--- src/rpmsi_pkg.sv ---
// Constants and types shared by the root port message interrupt block.
// Assumes configuration accesses arrive as aligned dwords with byte enables.
package rpmsi_pkg;

    // Printed byte offsets of the three registers
    localparam logic [7:0] CTRL_OFF = 8'h5a;
    localparam logic [7:0] ADDR_OFF = 8'h5c;
    localparam logic [7:0] DATA_OFF = 8'h60;
    // Byte lane of the dword that holds the low control byte
    localparam int CTRL_LANE = 2;

    // Control field positions and fixed values
    localparam int CTRL_EN_BIT = 0;
    localparam int CTRL_REQ_LO = 1;
    localparam int CTRL_GRANT_LO = 4;
    localparam int CTRL_WIDE_BIT = 7;
    localparam logic WIDE_CAP = 1'b0;
    localparam logic [2:0] REQ_COUNT = 3'h1;
    localparam logic [2:0] GRANT_RST = 3'h0;

    // Address field positions and reset values
    localparam int ADDR_UPPER_LO = 20;
    localparam int ADDR_TARGET_LO = 12;
    localparam int ADDR_EXT_LO = 4;
    localparam int ADDR_HINT_BIT = 3;
    localparam int ADDR_MODE_BIT = 2;
    localparam logic [11:0] ADDR_UPPER_RST = 12'hfee;
    localparam logic [7:0] ADDR_TARGET_RST = 8'h00;
    localparam logic [7:0] ADDR_EXT_RST = 8'h00;

    // Data field positions and reset values
    localparam int DATA_TK_BIT = 15;
    localparam int DATA_LVL_BIT = 14;
    localparam int DATA_SPARE_LO = 11;
    localparam int DATA_DISP_LO = 8;
    localparam logic [7:0] DATA_VEC_RST = 8'h00;
    localparam logic [2:0] DATA_FIELD3_RST = 3'h0;

    // Delivery kind encodings
    localparam logic [2:0] DISP_FIXED = 3'h0;
    localparam logic [2:0] DISP_LOWEST = 3'h1;
    localparam logic [2:0] DISP_SYSMGT = 3'h2;
    localparam logic [2:0] DISP_NMI = 3'h4;
    localparam logic [2:0] DISP_INIT = 3'h5;
    localparam logic [2:0] DISP_EXT = 3'h7;

    // Sender states
    typedef enum logic {RPMSI_IDLE, RPMSI_SEND} rpmsi_state_t;

endpackage

--- src/rpmsi_cfg_if.sv ---
// Programmed message settings passed from the register file to the sender.
// Assumes both ends share one clock; all signals except two_msgs, a compare of the granted count, are register outputs.
`timescale 1ns/1ps
`default_nettype none
interface rpmsi_cfg_if;
    logic enable;
    logic two_msgs;
    logic [31:0] addr_word;
    logic [15:0] data_word;

    modport regs (output enable, output two_msgs, output addr_word, output data_word);
    modport sender (input enable, input two_msgs, input addr_word, input data_word);
endinterface
`default_nettype wire

--- src/rpmsi_sender.sv ---
// Pending event flags and the interrupt write message launcher.
// Assumes the fabric holds msg_ready meaningful only while msg_valid is high.
`timescale 1ns/1ps
`default_nettype none
module rpmsi_sender
    import rpmsi_pkg::*;
(
    input wire logic clock,
    input wire logic rst_n,
    rpmsi_cfg_if.sender cfg,
    input wire logic evt_norm,
    input wire logic evt_err,
    input wire logic norm_evt_en,
    input wire logic err_evt_en,
    input wire logic line_state,
    input wire logic msg_ready,
    output logic msg_valid,
    output logic [31:0] msg_addr,
    output logic [31:0] msg_data,
    output logic msg_num
);

    rpmsi_state_t state;
    logic pend_norm;
    logic pend_err;
    logic launch;
    logic launch_err;
    logic next_num;

    // Launch when idle and enabled, error events first
    assign launch = (state == RPMSI_IDLE) && cfg.enable && (pend_norm || pend_err);
    assign launch_err = launch && pend_err;
    assign next_num = launch_err && cfg.two_msgs;

    ////////////////////////////////////////////////////////////////////////
    // Pending flags: a new event wins over the clear of a launch
    always_ff @(posedge clock)
    begin
        if (!rst_n || !cfg.enable)
        begin
            pend_norm <= 1'b0;
            pend_err <= 1'b0;
        end
        else
        begin
            pend_err <= (pend_err && !launch_err) || (evt_err && err_evt_en);
            pend_norm <= (pend_norm && !(launch && !launch_err)) || (evt_norm && norm_evt_en);
        end
    end

    ////////////////////////////////////////////////////////////////////////
    // Message handshake and frozen message contents
    always_ff @(posedge clock)
    begin
        if (!rst_n)
        begin
            state <= RPMSI_IDLE;
            msg_valid <= 1'b0;
            msg_addr <= 32'h0;
            msg_data <= 32'h0;
            msg_num <= 1'b0;
        end
        else
        begin
            case (state)
                RPMSI_IDLE:
                begin
                    if (launch)
                    begin
                        state <= RPMSI_SEND;
                        msg_valid <= 1'b1;
                        msg_addr <= {cfg.addr_word[31:2], 2'b00};
                        msg_data[31:16] <= 16'h0;
                        msg_data[15] <= cfg.data_word[DATA_TK_BIT];
                        msg_data[14] <= cfg.data_word[DATA_TK_BIT] ? line_state : 1'b1;
                        msg_data[13:8] <= cfg.data_word[13:8];
                        msg_data[7:0] <= cfg.data_word[7:0] + {7'h0, next_num};
                        msg_num <= next_num;
                    end
                end
                RPMSI_SEND:
                begin
                    if (msg_ready)
                    begin
                        state <= RPMSI_IDLE;
                        msg_valid <= 1'b0;
                    end
                end
                default:
                begin
                    state <= RPMSI_IDLE;
                    msg_valid <= 1'b0;
                end
            endcase
        end
    end

    a_msg_held: assert property (@(posedge clock) disable iff (!rst_n)
        msg_valid && !msg_ready |=> msg_valid && $stable(msg_data) && $stable(msg_addr))
        else $error("message changed before it was taken");

endmodule // rpmsi_sender
`default_nettype wire

--- src/rpmsi_message_generator.sv ---
// Message interrupt registers and message generation for one root port.
// Assumes configuration reads and writes come from the core clock domain,
// one access per cycle, with dword aligned cfg_addr and byte enables.
//
// Notes on behaviour
// - Wide address capability reads zero; addresses 32-bit
// - Two granted: normal uses 0, errors use 1
// - One granted: all events use message 0
// - Requested count field reads fixed encoding 001
// - Disabled: no messages, legacy line used instead
// - Enabled: send messages for enabled port events
// - Upper twelve address bits writable, reset fee
// - Target id field, reset zero, routes interrupt
// - Extended target field stored, placed in address
// - Address bit 3 redirect hint, reset zero
// - Address bit 2 mode; bits 1:0 reserved
// - Data bit 15 selects edge or level
// - Edge mode: level bit ignored, always assert
// - Level mode: level bit follows interrupt input
// - Data bits 13:11 plain storage; 31:16 reserved
// - Each interrupt is one memory write message
`timescale 1ns/1ps
`default_nettype none
module rpmsi_message_generator
    import rpmsi_pkg::*;
(
    input wire logic clock,
    input wire logic rst_n,
    input wire logic cfg_wr,
    input wire logic cfg_rd,
    input wire logic [7:0] cfg_addr,
    input wire logic [3:0] cfg_be,
    input wire logic [31:0] cfg_wdata,
    output logic [31:0] cfg_rdata,
    output logic cfg_rvalid,
    input wire logic evt_norm,
    input wire logic evt_err,
    input wire logic norm_evt_en,
    input wire logic err_evt_en,
    input wire logic line_state,
    output logic legacy_irq,
    input wire logic msg_ready,
    output logic msg_valid,
    output logic [31:0] msg_addr,
    output logic [31:0] msg_data,
    output logic msg_num
);

    ////////////////////////////////////////////////////////////////////////
    // Register storage
    logic signalled_irq_enable;
    logic [2:0] granted_msg_count;
    logic [11:0] addr_upper_bits;
    logic [7:0] target_id;
    logic [7:0] target_id_ext;
    logic redirect_hint;
    logic target_addr_mode;
    logic trigger_kind;
    logic assert_level;
    logic [2:0] data_spare;
    logic [2:0] dispatch_kind;
    logic [7:0] vector_number;
    logic [31:0] next_addr;
    logic [31:0] next_data;
    logic [31:0] next_ctrl;
    logic wr_ctrl;
    logic wr_addr;
    logic wr_data;

    rpmsi_cfg_if cfg_bus ();

    ////////////////////////////////////////////////////////////////////////
    // Decoding helpers

    // Dword hit for a printed byte offset
    function automatic logic dw_hit(input logic [7:0] a, input logic [7:0] off);
        return a[7:2] == off[7:2];
    endfunction

    // Byte enables widened to a bit mask
    function automatic logic [31:0] be_mask(input logic [3:0] be);
        logic [31:0] m;
        m = 32'h0;
        for (int i = 0; i < 4; i++)
        begin
            m[i*8 +: 8] = {8{be[i]}};
        end
        return m;
    endfunction

    // Merge written bytes into a current word
    function automatic logic [31:0] merge(input logic [31:0] cur, input logic [31:0] wd, input logic [3:0] be);
        return (cur & ~be_mask(be)) | (wd & be_mask(be));
    endfunction

    // Control register image
    function automatic logic [15:0] ctrl_word(input logic en, input logic [2:0] grant);
        logic [15:0] w;
        w = 16'h0;
        w[CTRL_WIDE_BIT] = WIDE_CAP;
        w[CTRL_GRANT_LO +: 3] = grant;
        w[CTRL_REQ_LO +: 3] = REQ_COUNT;
        w[CTRL_EN_BIT] = en;
        return w;
    endfunction

    ////////////////////////////////////////////////////////////////////////
    // Current register images
    logic [31:0] addr_image;
    logic [31:0] data_image;
    logic [15:0] ctrl_image;

    // Address image; reserved low bits read zero
    always_comb
    begin
        addr_image = 32'h0;
        addr_image[ADDR_UPPER_LO +: 12] = addr_upper_bits;
        addr_image[ADDR_TARGET_LO +: 8] = target_id;
        addr_image[ADDR_EXT_LO +: 8] = target_id_ext;
        addr_image[ADDR_HINT_BIT] = redirect_hint;
        addr_image[ADDR_MODE_BIT] = target_addr_mode;
    end

    // Data image; upper half reserved and zero
    always_comb
    begin
        data_image = 32'h0;
        data_image[DATA_TK_BIT] = trigger_kind;
        data_image[DATA_LVL_BIT] = assert_level;
        data_image[DATA_SPARE_LO +: 3] = data_spare;
        data_image[DATA_DISP_LO +: 3] = dispatch_kind;
        data_image[7:0] = vector_number;
    end

    assign ctrl_image = ctrl_word(signalled_irq_enable, granted_msg_count);

    // Write decode; address and data next values merged, control next value taken as written
    assign wr_ctrl = cfg_wr && dw_hit(cfg_addr, CTRL_OFF) && cfg_be[CTRL_LANE];
    assign wr_addr = cfg_wr && dw_hit(cfg_addr, ADDR_OFF);
    assign wr_data = cfg_wr && dw_hit(cfg_addr, DATA_OFF);
    assign next_addr = merge(addr_image, cfg_wdata, cfg_be);
    assign next_data = merge(data_image, cfg_wdata, cfg_be);
    assign next_ctrl = cfg_wdata;

    ////////////////////////////////////////////////////////////////////////
    // Control register: enable and granted count are writable
    always_ff @(posedge clock)
    begin
        if (!rst_n)
        begin
            signalled_irq_enable <= 1'b0;
            granted_msg_count <= GRANT_RST;
        end
        else if (wr_ctrl)
        begin
            signalled_irq_enable <= next_ctrl[16 + CTRL_EN_BIT];
            granted_msg_count <= next_ctrl[16 + CTRL_GRANT_LO +: 3];
        end
    end

    // Address register fields
    always_ff @(posedge clock)
    begin
        if (!rst_n)
        begin
            addr_upper_bits <= ADDR_UPPER_RST;
            target_id <= ADDR_TARGET_RST;
            target_id_ext <= ADDR_EXT_RST;
            redirect_hint <= 1'b0;
            target_addr_mode <= 1'b0;
        end
        else if (wr_addr)
        begin
            addr_upper_bits <= next_addr[ADDR_UPPER_LO +: 12];
            target_id <= next_addr[ADDR_TARGET_LO +: 8];
            target_id_ext <= next_addr[ADDR_EXT_LO +: 8];
            redirect_hint <= next_addr[ADDR_HINT_BIT];
            target_addr_mode <= next_addr[ADDR_MODE_BIT];
        end
    end

    // Data register fields; reserved delivery codes are stored as written
    always_ff @(posedge clock)
    begin
        if (!rst_n)
        begin
            trigger_kind <= 1'b0;
            assert_level <= 1'b0;
            data_spare <= DATA_FIELD3_RST;
            dispatch_kind <= DISP_FIXED;
            vector_number <= DATA_VEC_RST;
        end
        else if (wr_data)
        begin
            trigger_kind <= next_data[DATA_TK_BIT];
            assert_level <= next_data[DATA_LVL_BIT];
            data_spare <= next_data[DATA_SPARE_LO +: 3];
            dispatch_kind <= next_data[DATA_DISP_LO +: 3];
            vector_number <= next_data[7:0];
        end
    end

    ////////////////////////////////////////////////////////////////////////
    // Read port: answer one cycle after the request, unmapped reads zero
    always_ff @(posedge clock)
    begin
        if (!rst_n)
        begin
            cfg_rdata <= 32'h0;
            cfg_rvalid <= 1'b0;
        end
        else
        begin
            cfg_rvalid <= cfg_rd;
            if (cfg_rd)
            begin
                if (dw_hit(cfg_addr, CTRL_OFF))
                begin
                    cfg_rdata <= {ctrl_image, 16'h0};
                end
                else if (dw_hit(cfg_addr, ADDR_OFF))
                begin
                    cfg_rdata <= addr_image;
                end
                else if (dw_hit(cfg_addr, DATA_OFF))
                begin
                    cfg_rdata <= data_image;
                end
                else
                begin
                    cfg_rdata <= 32'h0;
                end
            end
        end
    end

    ////////////////////////////////////////////////////////////////////////
    // Legacy line: follows the interrupt input only while messages are off
    always_ff @(posedge clock)
    begin
        if (!rst_n)
        begin
            legacy_irq <= 1'b0;
        end
        else
        begin
            legacy_irq <= !signalled_irq_enable && line_state;
        end
    end

    ////////////////////////////////////////////////////////////////////////
    // Settings handed to the sender
    assign cfg_bus.enable = signalled_irq_enable;
    assign cfg_bus.two_msgs = granted_msg_count != GRANT_RST;
    assign cfg_bus.addr_word = addr_image;
    assign cfg_bus.data_word = data_image[15:0];

    // Message launcher
    rpmsi_sender u_sender (
        .clock(clock),
        .rst_n(rst_n),
        .cfg(cfg_bus.sender),
        .evt_norm(evt_norm),
        .evt_err(evt_err),
        .norm_evt_en(norm_evt_en),
        .err_evt_en(err_evt_en),
        .line_state(line_state),
        .msg_ready(msg_ready),
        .msg_valid(msg_valid),
        .msg_addr(msg_addr),
        .msg_data(msg_data),
        .msg_num(msg_num)
    );

    ////////////////////////////////////////////////////////////////////////
    // Checks

    a_wide_cap_zero: assert property (@(posedge clock) disable iff (!rst_n)
        cfg_rd && dw_hit(cfg_addr, CTRL_OFF) |=> cfg_rvalid && !cfg_rdata[16 + CTRL_WIDE_BIT])
        else $error("wide address capability read as set");

    a_req_count_fixed: assert property (@(posedge clock) disable iff (!rst_n)
        cfg_rd && dw_hit(cfg_addr, CTRL_OFF) |=> cfg_rdata[16 + CTRL_REQ_LO +: 3] == REQ_COUNT)
        else $error("requested count not 001");

    a_upper_reset: assert property (@(posedge clock)
        !rst_n |=> addr_upper_bits == ADDR_UPPER_RST && target_id == ADDR_TARGET_RST && !redirect_hint)
        else $error("address reset value wrong");

    a_no_msg_off: assert property (@(posedge clock) disable iff (!rst_n)
        $rose(msg_valid) |-> $past(signalled_irq_enable))
        else $error("message sent while disabled");

    a_legacy_off: assert property (@(posedge clock) disable iff (!rst_n)
        legacy_irq |-> $past(!signalled_irq_enable && line_state))
        else $error("legacy line while messages enabled");

    a_event_sent: assert property (@(posedge clock) disable iff (!rst_n)
        signalled_irq_enable && !msg_valid && evt_norm && norm_evt_en && !evt_err
        ##1 signalled_irq_enable |-> ##[0:1] msg_valid)
        else $error("enabled event not sent");

    a_error_num: assert property (@(posedge clock) disable iff (!rst_n)
        $rose(msg_valid) && msg_num |-> $past(granted_msg_count) != 3'h0)
        else $error("message 1 used with one granted");

    a_vector_form: assert property (@(posedge clock) disable iff (!rst_n)
        $rose(msg_valid) |-> msg_data[7:0] == $past(vector_number) + {7'h0, msg_num})
        else $error("message vector wrong");

    a_edge_assert: assert property (@(posedge clock) disable iff (!rst_n)
        msg_valid && !msg_data[15] |-> msg_data[14])
        else $error("edge message not assert");

    a_level_follow: assert property (@(posedge clock) disable iff (!rst_n)
        $rose(msg_valid) && msg_data[15] |-> msg_data[14] == $past(line_state))
        else $error("level bit not following input");

    a_addr_format: assert property (@(posedge clock) disable iff (!rst_n)
        $rose(msg_valid) |-> msg_addr[1:0] == 2'b00 && msg_addr[31:4] == $past(addr_image[31:4]))
        else $error("message address wrong");

    a_data_reserved: assert property (@(posedge clock) disable iff (!rst_n)
        msg_valid |-> msg_data[31:16] == 16'h0)
        else $error("reserved data bits set");

    a_trigger_copy: assert property (@(posedge clock) disable iff (!rst_n)
        $rose(msg_valid) |-> msg_data[DATA_TK_BIT] == $past(trigger_kind))
        else $error("trigger kind not sent as programmed");

    a_kind_copy: assert property (@(posedge clock) disable iff (!rst_n)
        $rose(msg_valid) |-> msg_data[DATA_DISP_LO +: 3] == $past(dispatch_kind))
        else $error("delivery kind not sent as programmed");

    a_target_route: assert property (@(posedge clock) disable iff (!rst_n)
        $rose(msg_valid) |-> msg_addr[ADDR_EXT_LO +: 16] == $past({target_id, target_id_ext}))
        else $error("target fields not in message address");

    a_disabled_quiet: assert property (@(posedge clock) disable iff (!rst_n)
        !signalled_irq_enable && !msg_valid |=> !msg_valid)
        else $error("message launched while disabled");

    a_legacy_follow: assert property (@(posedge clock) disable iff (!rst_n)
        !signalled_irq_enable && line_state |=> legacy_irq)
        else $error("legacy line not raised while disabled");

    a_outputs_reset: assert property (@(posedge clock)
        !rst_n |=> !msg_valid && !legacy_irq && !cfg_rvalid)
        else $error("outputs not cleared by reset");

endmodule // rpmsi_message_generator
`default_nettype wire

--- config.mk ---
export PLATFORM = sky130hd
export DESIGN_NAME = rpmsi_message_generator
export DESIGN_NICKNAME = d
export VERILOG_FILES = /design/src/rpmsi_pkg.sv /design/src/rpmsi_cfg_if.sv /design/src/rpmsi_sender.sv /design/src/rpmsi_message_generator.sv
export SDC_FILE = /design/constraint.sdc
export NUM_CORES = 1
export LEC_CHECK = 0
export BUFFER_PORTS_ARGS = -buffer_cell sky130_fd_sc_hd__buf_2
export CAP_MARGIN = 25
export CORE_AREA = 3 3 145 105
export DETAILED_ROUTE_END_ITERATION = 6
export DIE_AREA = 0 0 148 108
export PLACE_DENSITY_LB_ADDON = 0.25
export SLEW_MARGIN = 20
export SYNTH_ARGS = -nofsm -noshare
export SYNTH_HDL_FRONTEND = slang
export SYNTH_SLANG_ARGS = --single-unit
--- constraint.sdc ---
create_clock -name clock -period 1.9 [get_ports clock]
set_input_delay 0.57 -clock clock [delete_from_list [all_inputs] [get_ports clock]]
set_output_delay 0.57 -clock clock [all_outputs]
set_load 0.03 [all_outputs]
==> results.cfg, run 1 <==
[clock_tree]
cts_resized = 0
root_buffer = clkbuf_16
clkSinkCount = 135
cts_tree = done
worstSkewPairLatency_ns = 0.41
cts.htree.levels = 4
cts_made_buffers = 17
cts_max_path_buffers = 2
path_clk_slew_ns = 0.06
post_cts_buffers = 0
postCtsHoldBufs = 0

[routing]
drt-total-wl_mm = 14.0
first_iter_violations = 175
met1Wirelength_mm = 6.77
viasPerCell = 4.82
drc = 0
drtAntennaViolNets = 0
dr_wl_met3_um = 746
highest_layer = met4
first_pass_iters = 4
wl_met2_mm = 6.31
vias = 4460
wl_per_cell_um = 15.2

[timing]
skew_ns = 0.00782
clock.fmax_ghz = 0.568
report.final.slew_viol_count = 0
tns_ns = 0
period_share = 0.926
hold_viol_final = 0
slew_headroom = 0.595
rsz0062_at_grt = no
setup_viol = 0
layout_setup_ws_ns = 0.140
tightestPinTransition_ns = 0.607
fin_crit_ns = 1.76

[critical_path]
reg2reg_from = u_sender.state
ff2ff_path_depth = 8
path_class = flop to flop
r2r_end = u_sender.msg_data[4]
crit_required_ns = 2.24
crit_chain = inv_1 -> o211a_2 -> o311a_4 -> ha_2 -> ha_1 -> nand3_1 -> xor2_1 -> a21oi_1
crit_arrival_ns = 2.10
end_kind = flop
start_kind = flop
critical_path.slowest_cell = dfxtp_1
max_stage_delay_ns = 0.32
critPathMaxFanout = 4
ff2ff_setup_slack_ns = 0.14

[die]
core_area_um2 = 13900
fp.dieW_um = 148
die-area_um2 = 16000
initial_core_util = 0.387
die_h_um = 108
core.rowCount = 36
io_pins = 154

[place]
finalWeightedCongestion = 0.852
place_ws_ns = 0.0215
io_buffer_count = 133
hpwl_mm = 9.87

[synth]
synth-async-reset-ratio = 0
syn_area_per_cell_um2 = 9.26
yosys.area.top_type = dfxtp_1
synth_fa_ha_area_frac = 0.00466
ys.flop_type = dfxtp_1
synth-xor-area-share = 0.00979
synth_simple_gate_area_frac = 0.205
ys_ff_latch = 135
synth_edf_count = 0
synth_top_family_by_area = simple AND/OR/NAND/NOR gates
ys_top_cells_by_area = dfxtp_1, nand2_1, a21boi_0, mux2i_1, o21ai_0
yosysSeqAreaShare = 0.503
muxShareOfSynthArea = 0.0485
syn_area_um2 = 5370
yosys.area.top_type_share = 0.503
synth.distinct_cells = 42
synthCells = 580
synth_compound_area_frac = 0.170
yosys_warnings = 0

[cells_and_area]
layout.nets = 778
final_cell_mix = nand2_1, dfxtp_1, buf_2
drive_gt1_frac = 0.294
antennaDiodeCount = 0
final_common_cell = nand2_1
syn_to_final_growth_pct = 28.2

[power_and_ir_drop]
power_density_nw_per_um2 = 912
p_leak_nw = 2.91
ir_drop_v = 0.000588

[worst_hold_path]
holdPathStages = 3
hold_class = primary input to flop
hp-start = cfg_wdata[26]

[global_routing]
grt_overflow_total = 0
antenna_found_initial = 0
grt_pass1_wl_mm = 22.3
first_global_vias = 4441
grtUsageTotal = 0.178
grt_max_degree = 55

[run]
cap_violations = 0

[outcome]
status = complete, no violations
[worst max-delay path: cells and delay by family, from the launching register on]
family | cells | cell delay (ns)
compound gates | 3 | 0.57
fa+ha+maj | 2 | 0.44
flops | 1 | 0.32
xor+xnor | 1 | 0.15
simple gates | 1 | 0.11
buf+inv | 1 | 0.09
[per-stage QoR]
| stage | utilization | power (mW) | hold slack, ns | instance area (um2) | std cells |
|---|---|---|---|---|---|
| global placement | 0.454 | 3.18 | 0.437 | 6300 | 893 |
| CTS | 0.495 | 6.35 | 0.357 | 6870 | 925 |
| floorplan | - | 3.09 | 0.436 | 5430 | 597 |
| detailed placement | 0.454 | 3.18 | 0.442 | 6300 | 893 |
| global route | 0.496 | 6.49 | 0.358 | 6890 | 925 |
| finish | 0.496 | 6.28 | 0.375 | 6890 | 925 |
[cell usage after synthesis (8+ instances only)]
master      n
o21ai_2     8
a22oi_1    15
a21boi_0   45
nand2_1   148
dfxtp_1   135
buf_4      18
o21ai_0    39
nand3_1    29
a22o_1     11
mux2i_1    26
clkbuf_1   20
nor2b_1    17
[logic make-up after synthesis]
logic type,after synthesis
simple gates,222
flops,135
compound gates,132
buf+inv,56
mux,26
xor+xnor,6
fa+ha+maj,2
other cells,1
[per-layer routing]
layer,global-route usage,vias up
met4,0.0699,0
met2,0.274,119
met1,0.240,2085
met3,0.0494,17
met5,0,-
li1,-,2239
[power breakdown]
group	total [mW]	internal [mW]	switching (mW)
clock network	3.16	1.96	1.20
logic	0.279	0.0976	0.182
registers	2.84	2.84	0.00333
total	6.28	4.89	1.39
[worst max path at each step]
stage	start	to	slack [ns]	depth (start not counted)
after floorplan	cfg_addr[3]	flop	0.13	6
after global placement	cfg_addr[4]	flop	0.03	6
after detailed placement	cfg_addr[4]	flop	0.02	6
after CTS	u_sender.state	u_sender.msg_data[4]	0.04	8
after global routing	u_sender.state	u_sender.msg_data[4]	0.0006	8
final	u_sender.state	u_sender.msg_data[4]	0.14	8
[final cells by class]
class                   count  area, um2
multi-input cells         406       2440
clock buffers              20        447
well taps                 190        238
repair buffers            161        928
fillers                  1340       6990
clock inverters            12        129
inverters                   1       3.75
flip-flops and latches    135       2700
Note: power is estimated with default switching activity, not from simulation.
==> run 2: changes to the inputs <==
==> constraint.sdc (replaced) <==
create_clock -name clock -period 2 [get_ports clock]
set_input_delay 0.6 -clock clock [delete_from_list [all_inputs] [get_ports clock]]
set_output_delay 0.6 -clock clock [all_outputs]
set_load 0.03 [all_outputs]
==> results.cfg, run 2 (synthesis gave the netlist of run 1 again) <==
[outcome]
status = complete, no violations

[power_and_ir_drop]
seqPwrFrac = 0.432
clkPwrFrac = 0.527
power_density_nw_per_um2 = 910
switching_share = 0.220
p_int_mw = 4.87
ir_drop_v = 0.000599
power_frac_comb = 0.041
p_leak_nw = 2.92
fin_total_pwr_mw = 6.25
switchingPower_mw = 1.37

[global_routing]
grt_max_degree = 55
use_met2 = 0.283
gr-usage-met1 = 0.241
use_met3 = 0.0444
grtUsageTotal = 0.180
first_global_vias = 4365
grt.busiest_layer = met2
grt_overflow_total = 0
antenna_found_initial = 0
grt_pass1_wl_mm = 22.4

[clock_tree]
worstSkewPairLatency_ns = 0.42
cts_made_buffers = 17
root_buffer = clkbuf_16
cts.htree.levels = 4
post_cts_buffers = 0
cts_tree = done
postCtsHoldBufs = 0
clkSinkCount = 135
cts_resized = 0
path_clk_slew_ns = 0.06
cts_max_path_buffers = 2

[routing]
first_iter_violations = 239
vias = 4446
viasPerCell = 4.85
drt-total-wl_mm = 14.0
wl_per_cell_um = 15.3
first_pass_iters = 4
drtAntennaViolNets = 0
drc = 0

[die]
initial_core_util = 0.387
die_h_um = 108
fp.dieW_um = 148
core.rowCount = 36
core_area_um2 = 13900
io_pins = 154
die-area_um2 = 16000

[cells_and_area]
syn_to_final_growth_pct = 27.8
fill_cells = 1380
drive_gt1_frac = 0.285
antennaDiodeCount = 0
final_common_cell = nand2_1
seq_area_um2 = 2700
final_area_um2 = 6860
final_cell_mix = nand2_1, dfxtp_1, buf_2
multiInputGateArea_um2 = 2420
layout.nets = 770

[timing]
tightestPinTransition_ns = 0.684
setup_viol = 0
skew_ns = 0.0166
hold_viol_final = 0
fin_crit_ns = 1.84
tns_ns = 0
report.final.slew_viol_count = 0
clock.fmax_ghz = 0.543
period_share = 0.921
rsz0062_at_grt = no
slew_headroom = 0.544

[place]
finalWeightedCongestion = 0.808
io_buffer_count = 133
hpwl_mm = 9.75
placed_area_um2 = 6240

[worst_hold_path]
holdPathStages = 3
hold_class = primary input to flop

[critical_path]
crit_required_ns = 2.27
crit_arrival_ns = 2.11
ff2ff_path_depth = 8
end_kind = flop
critPathMaxFanout = 4
path_class = flop to flop
start_kind = flop

[run]
cap_violations = 0
## run 2: cell types whose count changed in the layout (fill, tap and decap cells not counted), sizes merged
cell / delta
clkinvlp: -3
clkinv: +1
bufinv: +2
clkbuf: -3
buf: -8
inv: +2
## run 2: per-stage QoR
step | setup WS (ns) | std cells | hold WS (ns) | util
5_1_grt | 0.0126 | 916 | 0.383 | 0.495
6_report | 0.159 | 916 | 0.399 | 0.495
2_1_floorplan | 0.199 | 597 | 0.436 | -
3_3_place_gp | -0.0829 | 885 | 0.435 | 0.450
4_1_cts | 0.151 | 916 | 0.375 | 0.495
3_5_place_dp | -0.127 | 885 | 0.439 | 0.450
## run 2: worst paths after layout
kind | start | end | slack (ns)
worst min-delay path | cfg_wdata[23] | flop | 0.40
worst max-delay path | u_sender.state | u_sender.msg_data[4] | 0.16
worst max register to register | u_sender.state | u_sender.msg_data[4] | 0.16
worst min register to register | cfg_rdata[16] | cfg_rdata[16] | 0.45
## run 2: cell type report
cell class / instances / area share
multi-input cells: 406 / 0.353
clock inverters: 14 / 0.0292
well taps: 190 / 0.0346
inverters: 1 / 0.000547
flip-flops and latches: 135 / 0.394
repair buffers: 153 / 0.127
clock buffers: 17 / 0.0620
## run 2: routing by layer
layer | vias up | routed length (um)
met1 | 2083 | 6700
met3 | 16 | 678
met2 | 125 | 6490
met4 | 0 | 154
li1 | 2222 | -
met5 | - | 0
## run 2: power groups by stage
stage | sequential, mW | combinational [mW] | clock, mW
6_report | 2.70 | 0.258 | 3.29
5_1_grt | 2.70 | 0.277 | 3.51
4_1_cts | 2.70 | 0.257 | 3.38
3_5_place_dp | 2.76 | 0.256 | 0
3_3_place_gp | 2.76 | 0.253 | 0
2_1_floorplan | 2.76 | 0.174 | 0
## run 2: worst max-delay path: stages (launching register included)
cell and delay (ns):
dfxtp_1 0.32, inv_1 0.09, o211a_2 0.18, o311a_1 0.26, ha_1 0.25, ha_1 0.22, nand3_1 0.11, xor2_1 0.17
a21oi_1 0.10
==> run 3: changes to the inputs <==
--- a/config.mk
+++ b/config.mk
@@ -7,9 +7,9 @@
 export LEC_CHECK = 0
 export BUFFER_PORTS_ARGS = -buffer_cell sky130_fd_sc_hd__buf_2
 export CAP_MARGIN = 25
-export CORE_AREA = 3 3 145 105
+export CORE_AREA = 3 3 164 118
 export DETAILED_ROUTE_END_ITERATION = 6
-export DIE_AREA = 0 0 148 108
+export DIE_AREA = 0 0 167 121
 export PLACE_DENSITY_LB_ADDON = 0.25
 export SLEW_MARGIN = 20
 export SYNTH_ARGS = -nofsm -noshare
==> constraint.sdc (replaced) <==
create_clock -name clock -period 2.3 [get_ports clock]
set_input_delay 0.69 -clock clock [delete_from_list [all_inputs] [get_ports clock]]
set_output_delay 0.69 -clock clock [all_outputs]
set_load 0.03 [all_outputs]
==> results.cfg, run 3 (synthesis gave the netlist of run 1 again) <==
[critical_path]
start_kind = flop
end_kind = flop
crit_arrival_ns = 2.27
path_class = flop to flop
crit_required_ns = 2.64
ff2ff_path_depth = 7
critPathMaxFanout = 5

[power_and_ir_drop]
switching_share = 0.216
power_frac_comb = 0.042
switchingPower_mw = 1.15
ir_drop_v = 0.000364
p_int_mw = 4.18
power_density_nw_per_um2 = 783
seqPwrFrac = 0.441
p_leak_nw = 2.86
clkPwrFrac = 0.517

[routing]
wl_per_cell_um = 15.4
drtAntennaViolNets = 0
viasPerCell = 4.59
drc = 0
vias = 4391
drt-total-wl_mm = 14.8
first_pass_iters = 4
first_iter_violations = 207

[timing]
slew_headroom = 0.586
report.final.slew_viol_count = 0
fin_crit_ns = 1.93
setup_viol = 0
hold_viol_final = 0
tightestPinTransition_ns = 0.621
period_share = 0.838
skew_ns = 0.0107
clock.fmax_ghz = 0.519
rsz0062_at_grt = no
tns_ns = 0

[cells_and_area]
stdcell_count = 956
syn_to_final_growth_pct = 26.7
final_cell_mix = nand2_1, dfxtp_1, buf_2
layout.nets = 764
final_common_cell = nand2_1
antennaDiodeCount = 0
fill_cells = 1868
drive_gt1_frac = 0.272

[die]
die_h_um = 121
core.rowCount = 41
fp.dieW_um = 167
die-area_um2 = 20200
initial_core_util = 0.300
core_area_um2 = 17900
io_pins = 154

[clock_tree]
postCtsHoldBufs = 0
clkSinkCount = 135
root_buffer = clkbuf_16
cts_tree = done
cts_resized = 0
worstSkewPairLatency_ns = 0.42
post_cts_buffers = 0
cts.htree.levels = 4
cts_made_buffers = 17
cts_max_path_buffers = 2
path_clk_slew_ns = 0.06

[place]
place_inst = 925
io_buffer_count = 133
hpwl_mm = 10.1
finalWeightedCongestion = 0.786

[global_routing]
antenna_found_initial = 1
grt_pass1_wl_mm = 23.5
grt_overflow_total = 0
first_global_vias = 4394
grt_max_degree = 123
grtUsageTotal = 0.148

[outcome]
status = complete, no violations

[worst_hold_path]
holdPathStages = 2
hold_class = flop to flop

[run]
cap_violations = 0
[run 3: worst max-delay path, stage by stage, from the launching register on]
cell	delay (ns)
dfxtp_1	0.42
o211a_2	0.23
o311a_1	0.27
ha_1	0.26
ha_1	0.24
nand3_1	0.12
xor2_1	0.16
a21oi_1	0.16
[run 3: cell type report]
class / count / area (um2) / area share
Multi-Input combinational cell: 406 / 2420 / 0.356
Clock buffer: 24 / 472 / 0.0693
Sequential cell: 135 / 2700 / 0.397
Tap cell: 236 / 295 / 0.0434
Clock inverter: 7 / 120 / 0.0177
Inverter: 1 / 3.75 / 0.000552
Timing Repair Buffer: 147 / 786 / 0.115
[run 3: power groups by stage]
stage          Sequential, mW  Combinational, mW  Clock (mW)
2_1_floorplan            2.40              0.151           0
4_1_cts                  2.35              0.225        2.83
6_report                 2.35              0.224        2.76
5_1_grt                  2.35              0.241        2.95
3_5_place_dp             2.40              0.224           0
3_3_place_gp             2.40              0.222           0
[run 3: path summary, 6_finish.rpt]
path	start	end	slack, ns
max reg2reg	cfg_bus.enable	u_sender.msg_data[6]	0.37
min	cfg_rdata[17]	cfg_rdata[17]	0.45
max	cfg_bus.enable	u_sender.msg_data[6]	0.37
min reg2reg	cfg_rdata[17]	cfg_rdata[17]	0.45
[run 3: stage by stage]
| stage | utilization | hold slack (ns) | cell area, um2 | setup slack (ns) | power, mW |
|---|---|---|---|---|---|
| floorplan | - | 0.436 | 5430 | 0.409 | 2.55 |
| global placement | 0.347 | 0.440 | 6210 | 0.260 | 2.62 |
| detailed placement | 0.347 | 0.448 | 6210 | 0.210 | 2.62 |
| CTS | 0.380 | 0.461 | 6800 | 0.351 | 5.40 |
| global route | 0.380 | 0.477 | 6800 | 0.219 | 5.54 |
| finish | 0.380 | 0.453 | 6800 | 0.372 | 5.33 |
[run 3: per-layer routing]
layer | share of wire | wire (um) | track usage
met1 | 0.48 | 7130 | 0.199
met5 | 0.00088 | 13 | 0
met4 | 0.012 | 181 | 0.0489
met2 | 0.44 | 6520 | 0.226
met3 | 0.062 | 921 | 0.0466
